$ cat src/ppa_consts.vh
`ifndef PPA_CONSTS_VH
`define PPA_CONSTS_VH

// Byte lane positions
`define PPA_TOP_BIT 7
`define PPA_BYTE_W 8

// Fifo sizing
`define PPA_FIFO_DEPTH 8
`define PPA_FIFO_AW 3

// Frame layout: first byte of the stream carries option bits
`define PPA_OPT_INITDONE_BIT 0
`define PPA_HDR_SYNC 8'h6a

// Timing: byte processing time in ns and its cycle count at 20 ns
`define PPA_CLK_NS 20
`define PPA_PROC_NS 100
`define PPA_PROC_CYC ((`PPA_PROC_NS + `PPA_CLK_NS - 1) / `PPA_CLK_NS)

// Initialization length in start-up clock edges or core cycles
`define PPA_INIT_CYC 16

// Reset values
`define PPA_CNT_RST 24'h000000

`endif

$ cat src/ppa_loader.v
`include "ppa_consts.vh"

// Overview of operation
// Low read strobe puts ready/busy on bit7
// Rising write strobe latches one data byte
// Host ties unused read strobe high
// Flag high ready, low while busy
// Flag high at idle and before user
// Selected only when both chip selects active
// Host holds selects through config and init
// Unused chip select tied to active
// Config pins tri-state outside scheme, then user
// Startup clock option times initialization
// Disabled option pins act as user pins
// Init-done undriven during reset and start
// Init-done driven low once enabled
// Release init-done at end, enter user
// Monitor watches init-done rising edge
// Global output enable low tri-states pins
// Global clear low clears all registers
// Error pulls status line low
// All data good releases done, starts init
// Flag low after byte until processed
module ppa_loader (
    input wire mclk,
    input wire srst,
    input wire parallel_async_scheme,
    input wire [`PPA_BYTE_W-1:0] data_in,
    output wire [`PPA_BYTE_W-1:0] data_out,
    output wire [`PPA_BYTE_W-1:0] data_oe,
    input wire write_strobe_n,
    input wire read_strobe_n,
    input wire chip_select_low,
    input wire chip_select_high,
    output wire ready_busy_flag,
    output wire ready_busy_oe,
    input wire config_reset_n,
    input wire config_error_n_in,
    output wire config_error_n_out,
    output wire config_error_n_oe,
    input wire load_complete_in,
    output wire load_complete_out,
    output wire load_complete_oe,
    input wire [23:0] image_bytes,
    input wire startup_clock_en,
    input wire startup_clock_in,
    input wire init_done_pin_en,
    output wire init_done_out,
    output wire init_done_oe,
    input wire global_oe_en,
    input wire global_output_enable,
    input wire global_clear_en,
    input wire global_clear_n,
    input wire [`PPA_BYTE_W-1:0] user_out,
    input wire [`PPA_BYTE_W-1:0] user_oe,
    output wire [`PPA_BYTE_W-1:0] pin_out,
    output wire [`PPA_BYTE_W-1:0] pin_oe,
    output wire user_mode,
    output wire user_reg_clear,
    output reg [`PPA_BYTE_W-1:0] cfg_byte,
    output reg cfg_byte_valid,
    output wire [`PPA_BYTE_W-1:0] weak_pullup_en
);
    localparam ST_RESET = 3'h0;
    localparam ST_LOAD = 3'h1;
    localparam ST_INIT = 3'h2;
    localparam ST_USER = 3'h3;
    localparam ST_ERROR = 3'h4;

    // Cycle counts and header pattern cut to their register widths
    localparam integer PROC_CYC_I = `PPA_PROC_CYC;
    localparam integer INIT_CYC_I = `PPA_INIT_CYC;
    localparam [3:0] PROC_CYC = PROC_CYC_I[3:0];
    localparam [7:0] INIT_CYC = INIT_CYC_I[7:0];
    localparam [7:0] HDR_SYNC = `PPA_HDR_SYNC;

    // Synchronised pins
    wire [`PPA_BYTE_W-1:0] data_s;
    wire ws_n_s;
    wire rs_n_s;
    wire cs_l_s;
    wire cs_h_s;
    wire cfgrst_n_s;
    wire stat_in_s;
    wire done_in_s;
    wire uclk_s;
    wire goe_s;
    wire gclr_n_s;

    ppa_sync2 #(.W(`PPA_BYTE_W), .INIT(8'h00)) u_sync_data (
        .mclk(mclk),
        .srst(srst),
        .async_in(data_in),
        .sync_out(data_s)
    );

    ppa_sync2 #(.W(10), .INIT(10'h3f9)) u_sync_ctl ( // Start-up clock idles low
        .mclk(mclk),
        .srst(srst),
        .async_in({write_strobe_n, read_strobe_n, chip_select_low, chip_select_high,
            config_reset_n, config_error_n_in, load_complete_in, startup_clock_in,
            global_output_enable, global_clear_n}),
        .sync_out({ws_n_s, rs_n_s, cs_l_s, cs_h_s, cfgrst_n_s, stat_in_s,
            done_in_s, uclk_s, goe_s, gclr_n_s})
    );

    reg [2:0] st_q;
    reg [2:0] st_d;
    reg ws_prev_q;
    reg uclk_prev_q;
    reg busy_q;
    reg [3:0] proc_q;
    reg [23:0] cnt_q;
    reg hdr_seen_q;
    reg init_done_en_q;
    reg [7:0] init_q;
    reg err_q;
    reg [3:0] pend_q;

    wire selected;
    wire ws_rise;
    wire init_tick;
    wire fifo_in_ready;
    wire fifo_out_valid;
    wire [`PPA_BYTE_W-1:0] fifo_out_data;
    wire proc_take;
    wire loading;
    wire ppa_cfg;
    wire wr_req;
    wire fifo_wr;
    wire hdr_take;
    wire hdr_ok;

    // Select qualification
    assign selected = !cs_l_s && cs_h_s;
    assign ws_rise = !ws_prev_q && ws_n_s;
    assign loading = (st_q == ST_LOAD);
    assign ppa_cfg = parallel_async_scheme && loading;

    // Write request, accepted write and header byte check
    assign wr_req = ppa_cfg && selected && ws_rise;
    assign fifo_wr = wr_req && fifo_in_ready;
    assign hdr_take = proc_take && !hdr_seen_q;
    assign hdr_ok = (fifo_out_data[7:1] == HDR_SYNC[7:1]);

    // Init timing source: startup clock edges or core cycles
    assign init_tick = startup_clock_en ? (uclk_s && !uclk_prev_q) : 1'b1;

    // Byte buffer between pin capture and processing
    ppa_fifo #(.W(`PPA_BYTE_W), .DEPTH(`PPA_FIFO_DEPTH), .AW(`PPA_FIFO_AW)) u_fifo (
        .mclk(mclk),
        .srst(srst),
        .in_valid(wr_req),
        .in_ready(fifo_in_ready),
        .in_data(data_s),
        .out_valid(fifo_out_valid),
        .out_ready(proc_take),
        .out_data(fifo_out_data)
    );

    // Processing takes a byte once the previous one is finished
    assign proc_take = fifo_out_valid && (proc_q == 4'h0);

    // Next state
    always @* begin
        st_d = st_q;
        case (st_q)
            ST_RESET: begin
                if (cfgrst_n_s) begin
                    st_d = ST_LOAD;
                end
            end
            ST_LOAD: begin
                if (err_q || !stat_in_s) begin
                    st_d = ST_ERROR;
                end else if (hdr_seen_q && cnt_q == image_bytes && !busy_q
                        && !fifo_out_valid) begin
                    st_d = ST_INIT;
                end
            end
            ST_INIT: begin
                if (!stat_in_s) begin
                    st_d = ST_ERROR;
                end else if (init_q == INIT_CYC && done_in_s) begin
                    st_d = ST_USER;
                end
            end
            ST_USER: st_d = ST_USER;
            ST_ERROR: st_d = ST_ERROR;
            default: st_d = ST_RESET;
        endcase
        if (!cfgrst_n_s) begin
            st_d = ST_RESET;
        end
    end

    // State register and edge history of the synced write strobe and start-up clock
    always @(posedge mclk) begin
        if (srst) begin
            st_q <= ST_RESET;
            ws_prev_q <= 1'b1;
            uclk_prev_q <= 1'b0;
        end else begin
            st_q <= st_d;
            ws_prev_q <= ws_n_s;
            uclk_prev_q <= uclk_s;
        end
    end

    // Bytes written to the buffer but not yet taken for processing
    always @(posedge mclk) begin
        if (srst) begin
            pend_q <= 4'h0;
        end else if (fifo_wr && !proc_take) begin
            pend_q <= pend_q + 4'h1;
        end else if (proc_take && !fifo_wr) begin
            pend_q <= pend_q - 4'h1;
        end
    end

    // Busy from write edge until buffer drained and last byte processed
    always @(posedge mclk) begin
        if (srst) begin
            busy_q <= 1'b0;
            err_q <= 1'b0;
        end else if (st_q == ST_RESET) begin
            busy_q <= 1'b0;
            err_q <= 1'b0;
        end else begin
            if (wr_req) begin
                busy_q <= 1'b1;
            end else if (pend_q == 4'h0 && proc_q == 4'h0) begin
                busy_q <= 1'b0;
            end
            if (wr_req && !fifo_in_ready) begin
                err_q <= 1'b1; // Overrun
            end else if (hdr_take && !hdr_ok) begin
                err_q <= 1'b1; // Bad header
            end
        end
    end

    // Byte processing: hand-off, option capture and byte count
    always @(posedge mclk) begin
        if (srst) begin
            proc_q <= 4'h0;
            cnt_q <= `PPA_CNT_RST;
            hdr_seen_q <= 1'b0;
            init_done_en_q <= 1'b0;
            cfg_byte <= 8'h00;
            cfg_byte_valid <= 1'b0;
        end else begin
            cfg_byte_valid <= proc_take;
            if (proc_take) begin
                proc_q <= PROC_CYC;
                cfg_byte <= fifo_out_data;
            end else if (proc_q != 4'h0) begin
                proc_q <= proc_q - 4'h1;
            end
            if (st_q == ST_RESET) begin
                cnt_q <= `PPA_CNT_RST;
                hdr_seen_q <= 1'b0;
                init_done_en_q <= 1'b0;
            end else if (proc_take) begin
                cnt_q <= cnt_q + 24'h000001;
                if (!hdr_seen_q) begin
                    hdr_seen_q <= 1'b1;
                    init_done_en_q <= init_done_pin_en
                        && fifo_out_data[`PPA_OPT_INITDONE_BIT];
                end
            end
        end
    end

    // Initialization tick counter, saturating at the programmed length
    always @(posedge mclk) begin
        if (srst) begin
            init_q <= 8'h00;
        end else if (st_q == ST_RESET) begin
            init_q <= 8'h00;
        end else if (st_q == ST_INIT && init_tick && init_q != INIT_CYC) begin
            init_q <= init_q + 8'h01;
        end
    end

    // Ready/busy on its own pin and on the top data bit under read strobe
    assign ready_busy_flag = !busy_q;
    assign ready_busy_oe = parallel_async_scheme && (st_q != ST_USER);
    assign data_out = {ready_busy_flag, 7'h00};
    assign data_oe = {ppa_cfg && !rs_n_s, 7'h00};

    // Open-drain status lines
    assign config_error_n_out = 1'b0;
    assign config_error_n_oe = (st_q == ST_ERROR);
    assign load_complete_out = 1'b0;
    assign load_complete_oe = (st_q == ST_RESET) || loading;
    assign init_done_out = 1'b0;
    assign init_done_oe = init_done_en_q && (loading || st_q == ST_INIT);

    // User-mode pin steering with global output enable
    assign user_mode = (st_q == ST_USER);
    assign pin_out = user_out;
    assign pin_oe = (user_mode && (!global_oe_en || goe_s)) ? user_oe : 8'h00;
    assign weak_pullup_en = user_mode ? 8'h00 : 8'hff;
    assign user_reg_clear = user_mode && global_clear_en && !gclr_n_s;
endmodule

$ cat src/ppa_sync2.v
module ppa_sync2 #(
    parameter W = 1,
    parameter [W-1:0] INIT = {W{1'b1}}
) (
    input wire mclk,
    input wire srst,
    input wire [W-1:0] async_in,
    output reg [W-1:0] sync_out
);
    reg [W-1:0] meta_q;

    // Two-stage synchroniser; first stage read only by second
    always @(posedge mclk) begin
        if (srst) begin
            meta_q <= INIT;
            sync_out <= INIT;
        end else begin
            meta_q <= async_in;
            sync_out <= meta_q;
        end
    end
endmodule

$ cat src/ppa_fifo.v
module ppa_fifo #(
    parameter W = 8,
    parameter DEPTH = 8,
    parameter AW = 3
) (
    input wire mclk,
    input wire srst,
    input wire in_valid,
    output wire in_ready,
    input wire [W-1:0] in_data,
    output reg out_valid,
    input wire out_ready,
    output reg [W-1:0] out_data
);
    reg [W-1:0] mem_q [0:DEPTH-1];
    reg [AW:0] wp_q;
    reg [AW:0] rp_q;
    wire empty;
    wire full;
    wire do_wr;
    wire do_rd;

    // Pointer comparison with wrap bit
    assign empty = (wp_q == rp_q);
    assign full = (wp_q[AW-1:0] == rp_q[AW-1:0]) && (wp_q[AW] != rp_q[AW]);
    assign in_ready = !full;
    assign do_wr = in_valid && !full;
    assign do_rd = !empty && (!out_valid || out_ready);

    // Storage write
    always @(posedge mclk) begin
        if (do_wr) begin
            mem_q[wp_q[AW-1:0]] <= in_data;
        end
    end

    // Pointers and registered read port
    always @(posedge mclk) begin
        if (srst) begin
            wp_q <= {(AW+1){1'b0}};
            rp_q <= {(AW+1){1'b0}};
            out_valid <= 1'b0;
            out_data <= {W{1'b0}};
        end else begin
            if (do_wr) begin
                wp_q <= wp_q + 1'b1;
            end
            if (do_rd) begin
                out_data <= mem_q[rp_q[AW-1:0]];
                rp_q <= rp_q + 1'b1;
                out_valid <= 1'b1;
            end else if (out_ready) begin
                out_valid <= 1'b0;
            end
        end
    end
endmodule

$ cat config.mk
export PLATFORM = sky130hd
export DESIGN_NAME = ppa_loader
export DESIGN_NICKNAME = d
export VERILOG_FILES = /design/src/ppa_loader.v /design/src/ppa_sync2.v /design/src/ppa_fifo.v
export VERILOG_INCLUDE_DIRS = /design/src
export SDC_FILE = /design/constraint.sdc
export NUM_CORES = 1
export LEC_CHECK = 0
export ABC_AREA = 1
export BUFFER_PORTS_ARGS = -buffer_cell sky130_fd_sc_hd__buf_2
export CAP_MARGIN = 20
export CORE_UTILIZATION = 50
export CTS_CLUSTER_DIAMETER = 150
export CTS_CLUSTER_SIZE = 30
export DETAILED_ROUTE_END_ITERATION = 10
export PLACE_DENSITY_LB_ADDON = 0.1
export SYNTH_ARGS = -nofsm -noshare
export SYNTH_HDL_FRONTEND = slang
export SYNTH_SLANG_ARGS = --single-unit
$ cat constraint.sdc
create_clock -name mclk -period 3.6 [get_ports mclk]
set_input_delay 0.36 -clock mclk [delete_from_list [all_inputs] [get_ports mclk]]
set_output_delay 0.36 -clock mclk [all_outputs]
set_load 0.01 [all_outputs]
==> results.txt <==
* Clock insertion delay at the later pin of the skew report: 420 ps
* Maximum number of buffers from clock root to sink: 2
* Total met2 wirelength after detailed routing: 6.45 mm
* Yosys warning total: 0
- Half-perimeter wire length after placement: 10.8 mm
* Area of the core: about 15000 sq um
* Run status: completed
- Crit-path max FO: 19
* Total of cells resized after clock tree synthesis: 0
- Across the run, the number of max-cap violations was 0.
- In the final layout, the share of cells above drive strength 1 is between 10% and 20%.
- For this run, the detailed router's first-pass iteration total came to 4.
- GR Util All Layers: between 10% and 20%
- HP Class: in2reg
* Final Util: 58.9%
- Count of flip-flops with a built-in enable after synthesis: 64
- TritonCTS built the clock tree.
- Headroom to the max-slew limit came out at a little over a quarter.
- Setup violations remaining at the end of the flow were counted as 0.
* Number of input and output port buffers inserted: 90
* CTS Sinks: ~180
- Die boundary height: about 130 um
- The initial antenna violation count is 0.
* Number of placed instances with taps included: between 1k and 1.5k
- Setup repair after global routing left no endpoint under its margin.
* Average wire per cell in the routed design: 12.3 um
- Dividing total power by cell area gives a power density of between 500 and 600 nW/um^2.
* Most used standard cell by instance count after synthesis: sky130_fd_sc_hd__nand2_1
- CP Launch Type: flip-flop
* Grt ovf: 0
- Sequential cells were found to cover between 50% and 60% of the synthesized design area.
- Peak Freq: approximately 350 MHz
* Delay of the slowest cell on the worst path: about 700 ps
* Io pins: around 120
* Row count: 45
- Summing every instance area after synthesis gives 7930 sq um.
- Shortest period the worst path allows: 2820 ps
* Vias per cell: about 4.8
- The filler cells instantiated in the layout total roughly 1.4k.
- CTS Hold Buffers Added: 0
* Crit-path most repeated cell: sky130_fd_sc_hd__nand2_1
- Detailed routing placed a total of around 700 um of wire on met3.
* Metal-1 WL: between 7 and 8 mm
* Synth Flop Type: sky130_fd_sc_hd__dfxtp_1
- Number of design-rule violations left by the first detailed-router iteration: 310
- Data on the critical path arrives at its endpoint at 3130 ps.
- The number of clock buffers added by TritonCTS is 17.
- In this run the horizontal extent of the chip is approximately 130 um.
- Effective utilization at floorplan: around half
- Hold is met by about 120 ps.
* Worst path slowest cell: sky130_fd_sc_hd__dfxtp_1
- Max Used Layer: met4
* Via count: approximately 5.9k
- The synthesized design contains 175 register bits.
- In this run the biggest area consumer among cell types represents between 20% and 30% of the synthesized area.
* Cells traversed along the worst timing path: inv_1 -> nand2_1 -> nand4_1 -> nor2_2 -> nand2_1 -> nand2_2 -> inv_2 -> ha_1 -> inv_1 -> ha_1 -> nand2_1 -> nand2_1 -> a21oi_1 -> nor2_1 -> nor2_1 -> nand2_1 -> o21ai_0 -> a21oi_1
- The die covers 16400 sq um.
- Max Clock Skew: 8.66 ps
* Summed negative setup slack over all endpoints: 0 ps
- STA classifies the critical path endpoint as a flip-flop.
- The first global-routing pass estimated roughly 24 mm of wire.
- Maximum level of the CTS H-tree: 4
* Synthesis-to-layout area growth: 13.8%
* Number of pins with negative max-slew slack in the final report: 0
- Clock root cell: sky130_fd_sc_hd__clkbuf_16
* Endpoints failing hold: 0
* Non-filler cells, final: around 1.2k
- Top cell types by occurrence after synthesis: 170 x sky130_fd_sc_hd__nand2_1, 117 x sky130_fd_sc_hd__inv_1, 111 x sky130_fd_sc_hd__dfxtp_1, 107 x sky130_fd_sc_hd__nor2_1, 64 x sky130_fd_sc_hd__edfxtp_1
* Critical Path RT: 3910 ps
- Averaged over all synthesized cells, the footprint is 8.55 sq um.
- Antenna-violating nets left: 0
* Top post-synthesis cells by area: sky130_fd_sc_hd__dfxtp_1 28%, sky130_fd_sc_hd__edfxtp_1 24%, sky130_fd_sc_hd__nand2_1 8.0%
* DRC errors left: 0
- Across the VDD grid, the largest voltage drop is between 0.3 and 0.4 mV.
* Antenna diode count: 0
- The final layout contains about 1.1k nets.
- Once the clock tree was built, the setup fixing pass inserted 0 buffers.
* Synthesized instance count: slightly above 900
- For the pin with the worst max-slew slack, the measured transition is between 1000 and 1500 ps.
- Pin count of the biggest net entering global routing: 41
- Placer's final routability congestion estimate: approximately 0.8
- Summed over all instances, the cell type with the most area after synthesis is sky130_fd_sc_hd__dfxtp_1.
- Count of distinct cell types in the synthesized netlist: 44
* Fin crit share: between 70% and 80%
- For this design the static power due to leakage is approximately 3.9 nW.
- Number of global-route vias before repair: roughly 5k
- Wires add up to 15.1 mm.
* Proportion of register bits with asynchronous set or reset after synthesis: 0%
- After clock tree synthesis, the clock-pin slew on the worst setup and hold paths is roughly 70 ps.
- The critical path is of the reg2reg type.
-- worst paths after layout --
| path | slack [ps] | depth (start not counted) | to | start |
|---|---|---|---|---|
| worst max-delay path | 780 | 18 | pend_q[3] | u_fifo.rp_q[0] |
| worst max register to register | 780 | 18 | pend_q[3] | u_fifo.rp_q[0] |
| worst min-delay path | 120 | 2 | u_sync_ctl.meta_q[7] | chip_select_low |
| worst min register to register | 400 | 2 | u_sync_data.sync_out[1] | u_sync_data.meta_q[1] |
-- flip-flops by register name, indices dropped and copies added (netlist names), 8 cells and up --
signal                cells
u_sync_ctl.sync_out      10
cnt_q                    24
init_q                    8
u_sync_ctl.meta_q        10
cfg_byte                  8
u_sync_data.sync_out      8
u_sync_data.meta_q        8
u_fifo.out_data           8
u_fifo.mem_q             64
-- cells by family after synthesis --
| kind of cell | Yosys count | share of synthesized area, % |
|---|---|---|
| and+or+nand+nor | 394 | 22.7 |
| buffers and inverters | 181 | 10.6 |
| DFF | 175 | 52.3 |
| AOI/OAI and AO/OA | 139 | 9.69 |
| xor gates and xnor gates | 26 | 2.87 |
| adders and majority gates | 11 | 1.83 |
| other | 1 | 0.0473 |
-- layer usage --
layer | up-vias | track usage, %
met5 | - | 0
met4 | 0 | 6.23
met3 | 17 | 3.88
met2 | 154 | 28.3
met1 | 2591 | 27.6
li1 | 3096 | -
-- final cells by class --
class	instances	area (sq um)	share of cell area [%]
flip-flops and latches	175	4140	45.9
repair buffers	103	543	6.02
well taps	211	264	2.93
multi-input cells	587	3010	33.3
clock inverters	10	124	1.37
clock buffers	22	485	5.38
inverters	122	458	5.07
-- cell usage in the layout (no fill, tap or decap), types with 5 or more instances in the layout --
cell                        netlist  final
sky130_fd_sc_hd__nand2_1        170    170
sky130_fd_sc_hd__inv_1          117    117
sky130_fd_sc_hd__dfxtp_1        111    111
sky130_fd_sc_hd__nor2_1         107    107
sky130_fd_sc_hd__buf_2            9     92
sky130_fd_sc_hd__edfxtp_1        64     64
sky130_fd_sc_hd__o21ai_0         61     61
sky130_fd_sc_hd__a21oi_1         42     42
sky130_fd_sc_hd__nand3_1         28     28
sky130_fd_sc_hd__nor3_1          20     20
sky130_fd_sc_hd__or2_2           18     18
sky130_fd_sc_hd__clkbuf_16        0     18
sky130_fd_sc_hd__xor2_1          17     17
sky130_fd_sc_hd__o22ai_1         17     17
sky130_fd_sc_hd__conb_1           1     17
sky130_fd_sc_hd__nand2_2         16     16
sky130_fd_sc_hd__ha_1            10     10
sky130_fd_sc_hd__buf_4           33     10
sky130_fd_sc_hd__nand4_1          9      9
sky130_fd_sc_hd__xnor2_1          9      9
sky130_fd_sc_hd__nor2_2           8      8
sky130_fd_sc_hd__a21oi_2          8      8
sky130_fd_sc_hd__nor2_4           5      5
-- report_power, final --
part	internal [mW]	leakage [nW]	switching (mW)	total, mW
Sequential	2.18	1.49	0.117	2.30
Combinational	0.410	2.06	0.783	1.19
Clock	1.11	0.299	0.757	1.87
Total	3.70	3.86	1.66	5.36
-- critical path, delay by kind of cell, from the launching register on --
kind                       cells  cell delay (ps)
buffers and inverters          3              320
and+or+nand+nor               10              870
adders and majority gates      2              450
DFF                            1              700
AOI/OAI and AO/OA              3              350
-- per-stage QoR --
step	power, mW	setup slack, ps	area [sq um]
floorplan	3.28	1140	7990
global placement	3.54	860	8390
detailed placement	3.54	803	8400
CTS	5.41	780	9010
global route	5.65	387	9020
finish	5.36	782	9020
Power figures use the tool's default switching activity.
